### config.mk
export PLATFORM = sky130hd
export DESIGN_NAME = ctfp_top
export DESIGN_NICKNAME = d
export VERILOG_FILES = /design/src/ctfp_pkg.sv /design/src/ctfp_top.sv /design/src/ctfp_filter.sv
export SDC_FILE = /design/constraint.sdc
export NUM_CORES = 2
export LEC_CHECK = 0
export ABC_AREA = 1
export BUFFER_PORTS_ARGS = -buffer_cell sky130_fd_sc_hd__buf_2
export CAP_MARGIN = 20
export CORE_MARGIN = 1
export CORE_UTILIZATION = 31
export DETAILED_ROUTE_END_ITERATION = 10
export HOLD_SLACK_MARGIN = 0.02
export SYNTH_ARGS = -nofsm -noshare
export SYNTH_HDL_FRONTEND = slang
export SYNTH_SLANG_ARGS = --single-unit
export TNS_END_PERCENT = 1
### constraint.sdc
create_clock -name clock -period 4.3 [get_ports clock]
set_input_delay 0.215 -clock clock [delete_from_list [all_inputs] [get_ports clock]]
set_output_delay 0.215 -clock clock [all_outputs]
set_load 0.02 [all_outputs]
### src/ctfp_pkg.sv
`default_nettype none
package ctfp_pkg;
  // register byte offsets, counter n at n * CTR_STRIDE
  localparam logic [7:0] ADR_CTRL = 8'h00;
  localparam logic [7:0] ADR_LOAD = 8'h04;
  localparam logic [7:0] ADR_NPUL = 8'h08;
  localparam logic [7:0] ADR_COUNT = 8'h0c;
  localparam logic [7:0] ADR_CAPT = 8'h10;
  localparam logic [7:0] CTR_STRIDE = 8'h20;
  localparam logic [7:0] ADR_RPIN = 8'h40;
  localparam logic [7:0] ADR_RTBUS = 8'h44;
  localparam logic [7:0] ADR_FILT = 8'h48;
  localparam logic [7:0] ADR_FREQ = 8'h4c;
  localparam logic [7:0] ADR_STAT = 8'h50;
  localparam logic [7:0] ADR_CMD = 8'h54;
  localparam logic [31:0] CTRL_RST = 32'h0000_0000;
  localparam logic [15:0] RPIN_RST = 16'h0000;
  localparam logic [31:0] RTBUS_RST = 32'h0000_0000;
  localparam logic [27:0] FILT_RST = 28'h000_0000;
  localparam logic [16:0] FREQ_RST = 17'h0_0000;
  localparam int NUM_PIN_IN = 6;
  localparam int NUM_PIN_OUT = 4;
  localparam int NUM_TBUS = 8;
  localparam int NUM_IN = NUM_PIN_IN + NUM_TBUS;
  // filter settings and sample counts
  localparam logic [1:0] FILT_OFF = 2'h0;
  localparam logic [1:0] FILT_125NS = 2'h1;
  localparam logic [1:0] FILT_6US = 2'h2;
  localparam logic [16:0] FILT_N_SHORT = 17'h0_0005;
  localparam logic [16:0] FILT_N_MID = 17'h0_0101;
  localparam logic [16:0] FILT_N_LONG = 17'h1_8da8;
  // filter sample rate drawn from the system clock
  localparam logic [6:0] SYS_CLK_MHZ = 7'h32;
  localparam logic [6:0] FILT_CLK_MHZ = 7'h28;
  // prescaler
  localparam logic [1:0] PRE_NONE = 2'h0;
  localparam logic [1:0] PRE_2X = 2'h1;
  localparam logic [1:0] PRE_8X = 2'h2;
  localparam logic [2:0] PRE_2X_WRAP = 3'h1;
  localparam logic [2:0] PRE_8X_WRAP = 3'h7;
  // input selectors: 0..13 conditioned inputs
  localparam logic [3:0] SEL_OTHER_OUT = 4'he;
  localparam logic [3:0] SEL_OTHER_TC = 4'hf;
  localparam logic [3:0] SEL_CLK = 4'he;
  // output routing codes
  localparam logic [3:0] RT_OFF = 4'h0;
  localparam logic [3:0] RT_CTR0 = 4'h1;
  localparam logic [3:0] RT_CTR1 = 4'h2;
  localparam logic [3:0] RT_FREQ = 4'h3;
  localparam logic [3:0] RT_RAW = 4'h4;
  localparam logic [3:0] RT_RAW_PIN_MAX = 4'h9;
  localparam logic [3:0] RT_RAW_TBUS_MAX = 4'hb;
  typedef enum logic [1:0] {MODE_EDGE, MODE_CONT, MODE_FINITE, MODE_RSVD} ctfp_mode_type;
  typedef enum logic [1:0] {ST_IDLE, ST_WAIT, ST_RUN} ctfp_st_type;
  typedef struct packed {
    logic [3:0] rsvd_hi;
    logic out_pol;
    logic out_toggle;
    logic count_down;
    logic dup_prev;
    logic [1:0] prescale;
    logic [3:0] src_sel;
    logic [3:0] gate_sel;
    logic retrig;
    logic pause_inv;
    logic pause_en;
    logic start_en;
    ctfp_mode_type mode;
    logic [3:0] arm_sel;
    logic hardware_arm_input_en;
    logic [2:0] rsvd_lo;
  } ctfp_ctrl_type;
endpackage
`default_nettype wire

### src/ctfp_top.sv
// The Wishbone register port and the register addresses were chosen for this implementation.
`timescale 1ns/1ns
`default_nettype none
module ctfp_top import ctfp_pkg::*; #(
  parameter logic [16:0] FILT_LONG_N = FILT_N_LONG
) (
  input wire logic clock,
  input wire logic srst,
  input wire logic wb_cyc_i,
  input wire logic wb_stb_i,
  input wire logic wb_we_i,
  input wire logic [7:0] wb_adr_i,
  input wire logic [3:0] wb_sel_i,
  input wire logic [31:0] wb_dat_i,
  output logic [31:0] wb_dat_o,
  output logic wb_ack_o,
  input wire logic [5:0] programmable_function_pin_i,
  output logic [3:0] programmable_function_pin_o,
  output logic [3:0] programmable_function_pin_oe,
  input wire logic [7:0] tbus_i,
  output logic [7:0] tbus_o,
  output logic [7:0] tbus_oe
);
  ctfp_ctrl_type ctrl_r [2];
  logic [31:0] load_r [2];
  logic [31:0] npul_r [2];
  logic [31:0] count_r [2];
  logic [31:0] capt_r [2];
  logic [31:0] pulses_r [2];
  ctfp_st_type st_r [2];
  logic [2:0] pre_r [2];
  logic [1:0] src_prev_r, gate_prev_r, arm_prev_r, pend_r, out_r;
  logic [15:0] rpin_r;
  logic [31:0] rtbus_r;
  logic [27:0] filt_r;
  logic [16:0] freq_r;
  logic [15:0] fcnt_r;
  logic frequency_generator_output_r;
  logic [6:0] acc_r;
  logic samp_en_r;
  logic ack_r;
  logic [31:0] rdat_r;
  logic [NUM_IN-1:0] raw_in, filt_lv;
  logic [1:0] tc, io, src_lv, gate_lv, arm_lv, src_int, tick, src_rise, gate_rise, arm_rise;
  logic [1:0] pause_ok, cnt_en, tcev, cap_ev, cmd_arm, cmd_disarm;
  logic [2:0] wrap [2];
  logic wr_ev, ci;
  logic [31:0] rdata;
  logic [7:0] sadr;

  function automatic logic pick(input logic [3:0] s, input logic [NUM_IN-1:0] v, input logic o, input logic t);
    if (s == SEL_OTHER_OUT) pick = o;
    else if (s == SEL_OTHER_TC) pick = t;
    else pick = v[s];
  endfunction

  function automatic logic [31:0] wmerge(input logic [31:0] o, input logic [31:0] d, input logic [3:0] s);
    for (int b = 0; b < 4; b++) begin
      wmerge[8*b+:8] = s[b] ? d[8*b+:8] : o[8*b+:8];
    end
  endfunction

  // 40 mhz sample enable, four of five clocks
  always_ff @(posedge clock) begin
    if (srst) begin
      acc_r <= 7'h00;
      samp_en_r <= 1'b0;
    end else if (acc_r + FILT_CLK_MHZ >= SYS_CLK_MHZ) begin
      acc_r <= acc_r + FILT_CLK_MHZ - SYS_CLK_MHZ;
      samp_en_r <= 1'b1;
    end else begin
      acc_r <= acc_r + FILT_CLK_MHZ;
      samp_en_r <= 1'b0;
    end
  end

  assign raw_in = {tbus_i, programmable_function_pin_i};

  for (genvar i = 0; i < NUM_IN; i++) begin : g_filt
    ctfp_filter #(.LONG_N(FILT_LONG_N)) u_filt (
      .clock(clock),
      .srst(srst),
      .sample_en(samp_en_r),
      .setting(filt_r[2*i+:2]),
      .din(raw_in[i]),
      .dout(filt_lv[i])
    );
  end

  // bus decode
  assign wr_ev = wb_cyc_i && wb_stb_i && wb_we_i && ack_r;
  assign ci = wb_adr_i[5];
  assign sadr = wb_adr_i & (CTR_STRIDE - 8'h01);
  always_comb begin
    for (int n = 0; n < 2; n++) begin
      cmd_arm[n] = wr_ev && wb_adr_i == ADR_CMD && wb_sel_i[0] && wb_dat_i[n];
      cmd_disarm[n] = wr_ev && wb_adr_i == ADR_CMD && wb_sel_i[0] && wb_dat_i[n+2];
    end
  end

  // per-counter signal selection
  always_comb begin
    for (int n = 0; n < 2; n++) begin
      tc[n] = count_r[n] == 32'h0;
      io[n] = out_r[n] ^ ctrl_r[n].out_pol;
    end
    for (int n = 0; n < 2; n++) begin
      gate_lv[n] = pick(ctrl_r[n].gate_sel, filt_lv, io[1-n], tc[1-n]);
      src_lv[n] = pick(ctrl_r[n].src_sel, filt_lv, 1'b0, tc[1-n]);
      arm_lv[n] = pick(ctrl_r[n].arm_sel, filt_lv, io[1-n], tc[1-n]);
      src_int[n] = ctrl_r[n].src_sel == SEL_CLK;
      src_rise[n] = src_lv[n] && !src_prev_r[n];
      gate_rise[n] = gate_lv[n] && !gate_prev_r[n];
      arm_rise[n] = arm_lv[n] && !arm_prev_r[n];
      wrap[n] = ctrl_r[n].prescale == PRE_8X ? PRE_8X_WRAP : ctrl_r[n].prescale == PRE_2X ? PRE_2X_WRAP : 3'h0;
      tick[n] = src_int[n] || (src_rise[n] && pre_r[n] == wrap[n]);
      pause_ok[n] = !(ctrl_r[n].pause_en && ctrl_r[n].mode != MODE_FINITE)
        || (gate_lv[n] ^ ctrl_r[n].pause_inv);
      cnt_en[n] = st_r[n] == ST_RUN && tick[n] && pause_ok[n];
      tcev[n] = cnt_en[n] && tc[n] && ctrl_r[n].mode != MODE_EDGE;
      cap_ev[n] = st_r[n] == ST_RUN && ctrl_r[n].mode == MODE_EDGE && !ctrl_r[n].pause_en
        && (ctrl_r[n].dup_prev ? gate_rise[n] : pend_r[n] && tick[n]);
    end
  end

  // counter cores
  always_ff @(posedge clock) begin
    if (srst) begin
      for (int n = 0; n < 2; n++) begin
        st_r[n] <= ST_IDLE;
        count_r[n] <= 32'h0;
        capt_r[n] <= 32'h0;
        pulses_r[n] <= 32'h0;
        pre_r[n] <= 3'h0;
      end
      src_prev_r <= 2'h0;
      gate_prev_r <= 2'h0;
      arm_prev_r <= 2'h0;
      pend_r <= 2'h0;
    end else begin
      src_prev_r <= src_lv;
      gate_prev_r <= gate_lv;
      arm_prev_r <= arm_lv;
      for (int n = 0; n < 2; n++) begin
        if (src_rise[n] && !src_int[n]) begin
          pre_r[n] <= pre_r[n] == wrap[n] ? 3'h0 : pre_r[n] + 3'h1;
        end
        if (cmd_disarm[n]) begin
          st_r[n] <= ST_IDLE;
        end else if (cmd_arm[n] || (st_r[n] == ST_IDLE && ctrl_r[n].hardware_arm_input_en && arm_rise[n])) begin
          st_r[n] <= (ctrl_r[n].mode != MODE_EDGE && ctrl_r[n].start_en) ? ST_WAIT : ST_RUN;
          count_r[n] <= load_r[n];
          pulses_r[n] <= 32'h0;
          pre_r[n] <= 3'h0;
          pend_r[n] <= 1'b0;
        end else begin
          unique case (st_r[n])
            ST_IDLE: begin
            end
            ST_WAIT: begin
              if (gate_rise[n]) begin
                st_r[n] <= ST_RUN;
                count_r[n] <= load_r[n];
                pulses_r[n] <= 32'h0;
              end
            end
            ST_RUN: begin
              if (ctrl_r[n].mode == MODE_EDGE) begin
                if (!ctrl_r[n].dup_prev && gate_rise[n]) begin
                  pend_r[n] <= 1'b1;
                end else if (cap_ev[n]) begin
                  pend_r[n] <= 1'b0;
                end
                if (cap_ev[n]) begin
                  capt_r[n] <= count_r[n];
                  count_r[n] <= 32'h0;
                end else if (cnt_en[n]) begin
                  count_r[n] <= ctrl_r[n].count_down ? count_r[n] - 32'h1 : count_r[n] + 32'h1;
                end
              end else if (ctrl_r[n].mode == MODE_FINITE && ctrl_r[n].retrig && ctrl_r[n].start_en
                  && gate_rise[n]) begin
                count_r[n] <= load_r[n];
                pulses_r[n] <= 32'h0;
              end else if (cnt_en[n]) begin
                if (tc[n]) begin
                  count_r[n] <= load_r[n];
                  pulses_r[n] <= pulses_r[n] + 32'h1;
                  if (ctrl_r[n].mode == MODE_FINITE && pulses_r[n] + 32'h1 == npul_r[n]) begin
                    st_r[n] <= (ctrl_r[n].retrig && ctrl_r[n].start_en) ? ST_WAIT : ST_IDLE;
                  end
                end else begin
                  count_r[n] <= count_r[n] - 32'h1;
                end
              end
            end
          endcase
        end
      end
    end
  end

  // internal output: pulse or toggle on tc
  always_ff @(posedge clock) begin
    if (srst) begin
      out_r <= 2'h0;
    end else begin
      for (int n = 0; n < 2; n++) begin
        if (st_r[n] != ST_RUN) out_r[n] <= 1'b0;
        else if (ctrl_r[n].out_toggle) out_r[n] <= out_r[n] ^ tcev[n];
        else out_r[n] <= tcev[n];
      end
    end
  end

  // frequency output generator
  always_ff @(posedge clock) begin
    if (srst || !freq_r[16]) begin
      fcnt_r <= 16'h0;
      frequency_generator_output_r <= 1'b0;
    end else if (fcnt_r == freq_r[15:0]) begin
      fcnt_r <= 16'h0;
      frequency_generator_output_r <= !frequency_generator_output_r;
    end else begin
      fcnt_r <= fcnt_r + 16'h1;
    end
  end

  // output routing, all undriven after reset
  always_ff @(posedge clock) begin
    if (srst) begin
      programmable_function_pin_o <= 4'h0;
      programmable_function_pin_oe <= 4'h0;
      tbus_o <= 8'h0;
      tbus_oe <= 8'h0;
    end else begin
      for (int p = 0; p < NUM_PIN_OUT; p++) begin
        programmable_function_pin_oe[p] <= rpin_r[4*p+:4] != RT_OFF && rpin_r[4*p+:4] <= RT_RAW_TBUS_MAX;
        unique case (rpin_r[4*p+:4])
          RT_CTR0: programmable_function_pin_o[p] <= io[0];
          RT_CTR1: programmable_function_pin_o[p] <= io[1];
          RT_FREQ: programmable_function_pin_o[p] <= frequency_generator_output_r;
          default: programmable_function_pin_o[p] <= tbus_i[3'(rpin_r[4*p+:4] - RT_RAW)];
        endcase
      end
      for (int t = 0; t < NUM_TBUS; t++) begin
        tbus_oe[t] <= rtbus_r[4*t+:4] != RT_OFF && rtbus_r[4*t+:4] != RT_FREQ
          && rtbus_r[4*t+:4] <= RT_RAW_PIN_MAX;
        unique case (rtbus_r[4*t+:4])
          RT_CTR0: tbus_o[t] <= io[0];
          RT_CTR1: tbus_o[t] <= io[1];
          default: tbus_o[t] <= programmable_function_pin_i[3'(rtbus_r[4*t+:4] - RT_RAW)];
        endcase
      end
    end
  end

  // register reads
  always_comb begin
    rdata = 32'h0;
    if (wb_adr_i < ADR_RPIN) begin
      unique case (sadr)
        ADR_CTRL: rdata = ctrl_r[ci];
        ADR_LOAD: rdata = load_r[ci];
        ADR_NPUL: rdata = npul_r[ci];
        ADR_COUNT: rdata = count_r[ci];
        ADR_CAPT: rdata = capt_r[ci];
        default: rdata = 32'h0;
      endcase
    end else begin
      unique case (wb_adr_i)
        ADR_RPIN: rdata = {16'h0, rpin_r};
        ADR_RTBUS: rdata = rtbus_r;
        ADR_FILT: rdata = {4'h0, filt_r};
        ADR_FREQ: rdata = {15'h0, freq_r};
        ADR_STAT: rdata = {24'h0, tc, io, st_r[1] == ST_RUN, st_r[0] == ST_RUN,
          st_r[1] != ST_IDLE, st_r[0] != ST_IDLE};
        default: rdata = 32'h0;
      endcase
    end
  end

  // wishbone slave: ack one clock after request, writes on the ack edge
  always_ff @(posedge clock) begin
    if (srst) begin
      ack_r <= 1'b0;
      rdat_r <= 32'h0;
    end else begin
      ack_r <= wb_cyc_i && wb_stb_i && !ack_r;
      rdat_r <= rdata;
    end
  end

  always_ff @(posedge clock) begin
    if (srst) begin
      for (int n = 0; n < 2; n++) begin
        ctrl_r[n] <= ctfp_ctrl_type'(CTRL_RST);
        load_r[n] <= 32'h0;
        npul_r[n] <= 32'h0;
      end
      rpin_r <= RPIN_RST;
      rtbus_r <= RTBUS_RST;
      filt_r <= FILT_RST;
      freq_r <= FREQ_RST;
    end else if (wr_ev) begin
      if (wb_adr_i < ADR_RPIN) begin
        if (sadr == ADR_CTRL) ctrl_r[ci] <= ctfp_ctrl_type'(wmerge(ctrl_r[ci], wb_dat_i, wb_sel_i));
        if (sadr == ADR_LOAD) load_r[ci] <= wmerge(load_r[ci], wb_dat_i, wb_sel_i);
        if (sadr == ADR_NPUL) npul_r[ci] <= wmerge(npul_r[ci], wb_dat_i, wb_sel_i);
      end
      if (wb_adr_i == ADR_RPIN) rpin_r <= 16'(wmerge({16'h0, rpin_r}, wb_dat_i, wb_sel_i));
      if (wb_adr_i == ADR_RTBUS) rtbus_r <= wmerge(rtbus_r, wb_dat_i, wb_sel_i);
      if (wb_adr_i == ADR_FILT) filt_r <= 28'(wmerge({4'h0, filt_r}, wb_dat_i, wb_sel_i));
      if (wb_adr_i == ADR_FREQ) freq_r <= 17'(wmerge({15'h0, freq_r}, wb_dat_i, wb_sel_i));
    end
  end

  assign wb_ack_o = ack_r;
  assign wb_dat_o = rdat_r;
endmodule // ctfp_top
`default_nettype wire

### src/ctfp_filter.sv
`timescale 1ns/1ns
`default_nettype none
module ctfp_filter import ctfp_pkg::*; #(
  parameter logic [16:0] LONG_N = FILT_N_LONG
) (
  input wire logic clock,
  input wire logic srst,
  input wire logic sample_en,
  input wire logic [1:0] setting,
  input wire logic din,
  output logic dout
);
  logic [16:0] cnt_r;
  logic lvl_r;
  logic [16:0] n_sel;

  always_comb begin
    unique case (setting)
      FILT_125NS: n_sel = FILT_N_SHORT;
      FILT_6US: n_sel = FILT_N_MID;
      default: n_sel = LONG_N;
    endcase
  end

  always_ff @(posedge clock) begin
    if (srst) begin
      lvl_r <= 1'b0;
      cnt_r <= 17'h0_0000;
    end else if (setting == FILT_OFF) begin
      lvl_r <= din;
      cnt_r <= 17'h0_0000;
    end else if (sample_en) begin
      if (din == lvl_r) begin
        cnt_r <= 17'h0_0000;
      end else if (cnt_r == n_sel - 17'h0_0001) begin
        lvl_r <= din;
        cnt_r <= 17'h0_0000;
      end else begin
        cnt_r <= cnt_r + 17'h0_0001;
      end
    end
  end

  assign dout = lvl_r;
endmodule // ctfp_filter
`default_nettype wire

[Word level (Yosys, flattened, before mapping)]
Memory sizes are Yosys's and may differ from the RTL's.
Index checks and enable logic that the tools add are counted.
Word-level totals
  output and inout bits: 57
  bits in writable memories: 394
  memories: 8
  register bits after elaboration: 437
  bits of input ports: 63
Operators by class
  reduce and logical (&&, ||, !) cells: 220
  order comparisons: 32
  bitwise logic cells: 44
  muxes and demuxes: 395
  add/subtract/negate cells: 51
  equality and inequality tests: 147
Memories
  capt_r: depth 2, bits a word 32, rd ports 1, clocked after memory_dff 0, wr ports 2, line ctfp_top.sv:28  | logic [31:0] capt_r [2];
  count_r: depth 2, bits a word 32, rd ports 3, clocked after memory_dff 0, wr ports 2, line ctfp_top.sv:27  | logic [31:0] count_r [2];
  ctrl_r: depth 2, bits a word 32, rd ports 3, clocked after memory_dff 0, wr ports 2, line ctfp_top.sv:24  | ctfp_ctrl_type ctrl_r [2];
  load_r: depth 2, bits a word 32, rd ports 3, clocked after memory_dff 0, wr ports 2, line ctfp_top.sv:25  | logic [31:0] load_r [2];
  npul_r: depth 2, bits a word 32, rd ports 3, clocked after memory_dff 0, wr ports 2, line ctfp_top.sv:26  | logic [31:0] npul_r [2];
  pulses_r: depth 2, bits a word 32, rd ports 2, clocked after memory_dff 0, wr ports 2, line ctfp_top.sv:29  | logic [31:0] pulses_r [2];
  +2 memories
Operators by type and width (number)
  32-bit 2-to-1 mux: 30
  17-bit 2-to-1 mux: 28
  17-bit one-hot mux with 2 select lines: 14
  32-bit one-hot mux with 5 select lines: 2
  1-bit 2-to-1 mux: 260
  17-bit by 1-bit adder with 17-bit output, second input constant: 14
  17-bit == test: 14
  17-bit by 1-bit subtractor with 17-bit output, second input constant: 14
  32-bit by 1-bit adder with 32-bit output, second input constant: 4
  8-bit 2-to-1 mux: 12
  32-bit OR reduction: 3
  3-bit AND reduction: 27
  1-bit logical AND: 76
  2-bit nonzero test: 36
  32-bit == test: 2
  4-bit by 2-bit == test with 1-bit output, second input constant: 16
  32-bit logical NOT: 2
  32-bit by 1-bit subtractor with 32-bit output, second input constant: 2
  4-bit by 1-bit == test with 1-bit output, second input constant: 12
  4-bit == test, second input constant: 12
  8-bit by 7-bit == test with 1-bit output, second input constant: 6
  4-bit less-or-equal comparator, second input constant: 12
  3-bit by 4-bit < comparator with 1-bit output, second input constant: 12
  4-bit nonzero test: 12
  36 further kinds: 267

[Depth between registers and ports, before layout]
An unclocked memory read counts as a cell.
  word-level depth: 23
  depth in mapped cells: 22

[By module]
From an unflattened synthesis, not the netlist that was laid out.
Second synthesis, totals
  cell total of the unflattened synthesis: 7919
  area, all modules: 54420.9 µm²
By module, submodules not included
  ctfp_top: sequential area each 15484.9 µm², cells an instance 4811, instances 1, area an instance 35783.1 µm²
  ctfp_filter: sequential area each 360.3 µm², cells an instance 222, instances 14, area an instance 1331.3 µm²

[Least setup slack after synthesis]
No wires, ideal clock.
  path type: reg2reg
  start point: memory count_r[1][0]
  end point: memory count_r[0][0], enable pin
  stages on the path, launching flop included: 15
  buffers on the path: 0
  path slack: 0.336 ns
  setup time: 0.335 ns
  data required time: 3.965 ns
  arrival time: 3.629 ns
  period minus slack after synthesis: 3.964 ns
  cell sequence: edfxtp_1 inv_1 ha_1 inv_1 nor3_1 nand4_1 nor2_4 nand4_1 nand3_2 nand2_2 nand3_1 nor2_1 nand3_2 nand4_1 or2_2
RTL lines (line)
  start, declared: ctfp_top.sv:27

==> flow_summary.ini <==
[route]
firstDrtPassIters = 6
wl_mm = 196
antenna_left = 0
drc_errors = 0
wl_per_cell_um = 21.0
vias_per_cell = 5.29
vias = 49300
first_iter_violations = 5797

[sta]
worst_pin_slew_ns = 1.22
fin_crit_sh_pct = 91.5
setup_violations = 0
finClkSkew_ns = 0.0646
hold_viol = 0
min_period_ns = 3.93
final-max-slew-violation-count = 0
rsz0062_at_grt = no
slew_headroom_pct = 18.1
layout_setup_ws_ns = 0.367
tns_ns = 0
fmax_mhz = 254

[logic_synthesis]
netlist_area_um2 = 50400
synth_cell_types = 75
ys.flop_type = dfxtp_1
synth.ff_latch_count = 830
synth_fp_nets = 7138
synth_top_family_by_area = simple AND/OR/NAND/NOR gates
synthAdderAreaFrac_pct = 1.84
yosysSeqAreaShare_pct = 40.7
synth_compound_area_share_pct = 16.3
synthMuxAreaShare_pct = 0.0397
async_flop_share_pct = 0
synth-edff-count = 391
synth-simple-area-share_pct = 28.2
netlist_instances = 7001
yosys_warnings = 0
synth_xor_area_share_pct = 3.97
syn_area_per_cell_um2 = 7.20

[layout]
seq_area_um2 = 20500
layout.nets = 7218
multiInputGateArea_um2 = 25400
drive_gt1_share_pct = 8.19
area_growth_syn_to_layout_pct = 13.8
fill_cells = 17000

[setup_path]
required_ns = 4.86
cp-start-kind = flop
cp-end-kind = flop
crit_arrival_ns = 4.50
path_max_fanout = 30
worstSetupPathType = reg -> reg

[grt]
antenna_found_initial = 13
grt_pass1_vias = 44800
grt_usage_pct = 23.0
grt_pass1_wl_mm = 286
grt-ovfl-total = 0
grt_max_degree = 111

[clock_tree]
cts_max_level = 3
cts.sinks = 830
clk_latency_ns = 0.76
clk_pin_slew_ns = 0.06
cts_buffer_depth = 3
cts_buffers = 101
cts_tree = built
cts_setup_buffers = 0
root_buffer = clkbuf_16

[pwr]
max-vdd-ir-drop_mv = 0.497
leakage_uw = 0.0215
p_per_area_nw_per_um2 = 357

[placed_design]
gp_congestion = 0.992
port_buffers = 119
dp_hpwl_mm = 147
pre_cts_ws_ns = 0.516

[run]
max_cap_violations = 0

[die]
die_w_um = 405
die_area_um2 = 164000
num_rows = 147
ioPinCount = 120
core_um2 = 161000
initial_core_util_pct = 31.3
die_y_um = 405

[run_status]
status = completed

[min_path]
min_path_type = in -> reg
-- stage by stage --
step	power [µW]	cells	hold slack (ns)	util [%]	cell area, µm²
after floorplan	10300	7001	0.333	-	50400
after global placement	11200	9093	0.420	33.1	53300
after detailed placement	11200	9093	0.429	33.1	53300
after CTS	20600	9327	0.0943	35.7	57400
after global routing	21100	9328	0.133	35.7	57400
final	20500	9330	0.152	35.7	57400
-- critical path, cell delays in order (launching register included) --
cell and delay (ns):
edfxtp_1 0.48, inv_2 0.13, nand2_1 0.16, nor2_4 0.25, nand4_1 0.28, o21ai_1 0.46
nand3_1 0.12, nand2_1 0.13, nand2_1 0.14, nor2_8 0.20, nand3_2 0.43, nand3_4 0.20
nor2_4 0.06, inv_2 0.23, buf_12 0.25, nand3_1 0.10, nand2_1 0.09
-- power breakdown --
group | leakage [µW] | internal, µW | switching (µW)
combinational | 0.0121 | 598 | 1790
sequential | 0.00759 | 8490 | 279
clock | 0.00179 | 5520 | 3830
-- area by class of cell --
class	count	share of cell area, %
clock inverter	59	1.30
timing repair buffer	259	3.26
sequential	830	35.8
antenna	3	0.0131
multi-input combinational	5034	44.3
inverter	855	5.61
clock buffer	130	5.05
tap	2160	4.71
-- flip-flops by register name (all words and copies together), names as in the netlist, 32 cells and up --
signal               flops
capt_r                  64
load_r                  64
npul_r                  64
count_r                 64
rtbus_r                 32
g_filt.u_filt.cnt_r    238
ctrl_r                  64
wb_dat_o                32
pulses_r                64
-- synth_stat cells (24+ instances only) --
master	instances	share of area (%)
xor2_1	189	3.3
nand2_1	1493	11
or2_2	26	0.32
o211ai_1	27	0.40
edfxtp_1	391	23
nand3b_1	26	0.39
a21oi_1	600	6.0
buf_2	33	0.33
nand3_1	447	4.4
inv_1	801	6.0
dfxtp_1	439	17
clkbuf_1	213	1.6
o22ai_1	49	0.61
o21ai_0	499	5.0
nor4_1	45	0.56
nand4_1	98	1.2
a31oi_1	33	0.41
nor2_1	897	6.7
a221oi_1	50	0.87
inv_2	41	0.31
ha_1	74	1.8
a22oi_1	28	0.42
o31ai_1	28	0.42
xnor2_1	32	0.56
nor3_1	132	1.3
nor2_2	24	0.30
-- per-layer routing --
metal / part of all wire, % / GRT usage [%] / vias up
met4: 4.2 / 9.19 / 10
li1: - / - / 23600
met5: 0.032 / 0 / -
met3: 10 / 6.23 / 341
met1: 42 / 30.6 / 23300
met2: 43 / 35.3 / 2065
-- placed cells by master, fill, tap and decap left out, drive strengths merged, types with 9 or more instances in the layout --
cell type and instances:
o41ai 11, o2111ai 22, o211ai 44, xnor2 32
o22ai 49, nor3b 9, nand3b 27, nor3 138
clkinv 47, dlygate4sd3 45, a22oi 28, o221ai 9
nor4 46, nand2 1521, a31oi 33, buf 214
nor2 933, o21ai 509, nand4 100, xor2 189
inv 850, dfxtp 439, ha 74, or2 31
a221oi 50, a21oi 601, nand3 468, clkbuf 130
o31ai 28, bufinv 12, edfxtp 391, a211oi 18
-- path summary, 6_finish.rpt --
kind,to,start,cells past startpoint,slack (ns)
setup reg to reg,count_r[1][11],count_r[1][24],16,0.37
hold / removal,g_filt[1].u_filt.dout,programmable_function_pin_i[1],3,0.15
setup / recovery,count_r[1][11],count_r[1][24],16,0.37
hold reg to reg,wb_ack_o,wb_ack_o,1,0.44
-- cell families after synthesis --
kind of cell               Yosys count
AOI/OAI and AO/OA                 1441
buffers and inverters             1137
DFF                                830
xor gates and xnor gates           224
and+or+nand+nor                   3293
adders and majority gates           74
muxes                                2
-- what timing repair did --
item                                   4_1_cts  5_1_grt
endpoints found under the hold margin      107        0
hold buffers                                45        0
resized for setup                            0        0
Power figures use the tool's default switching activity.
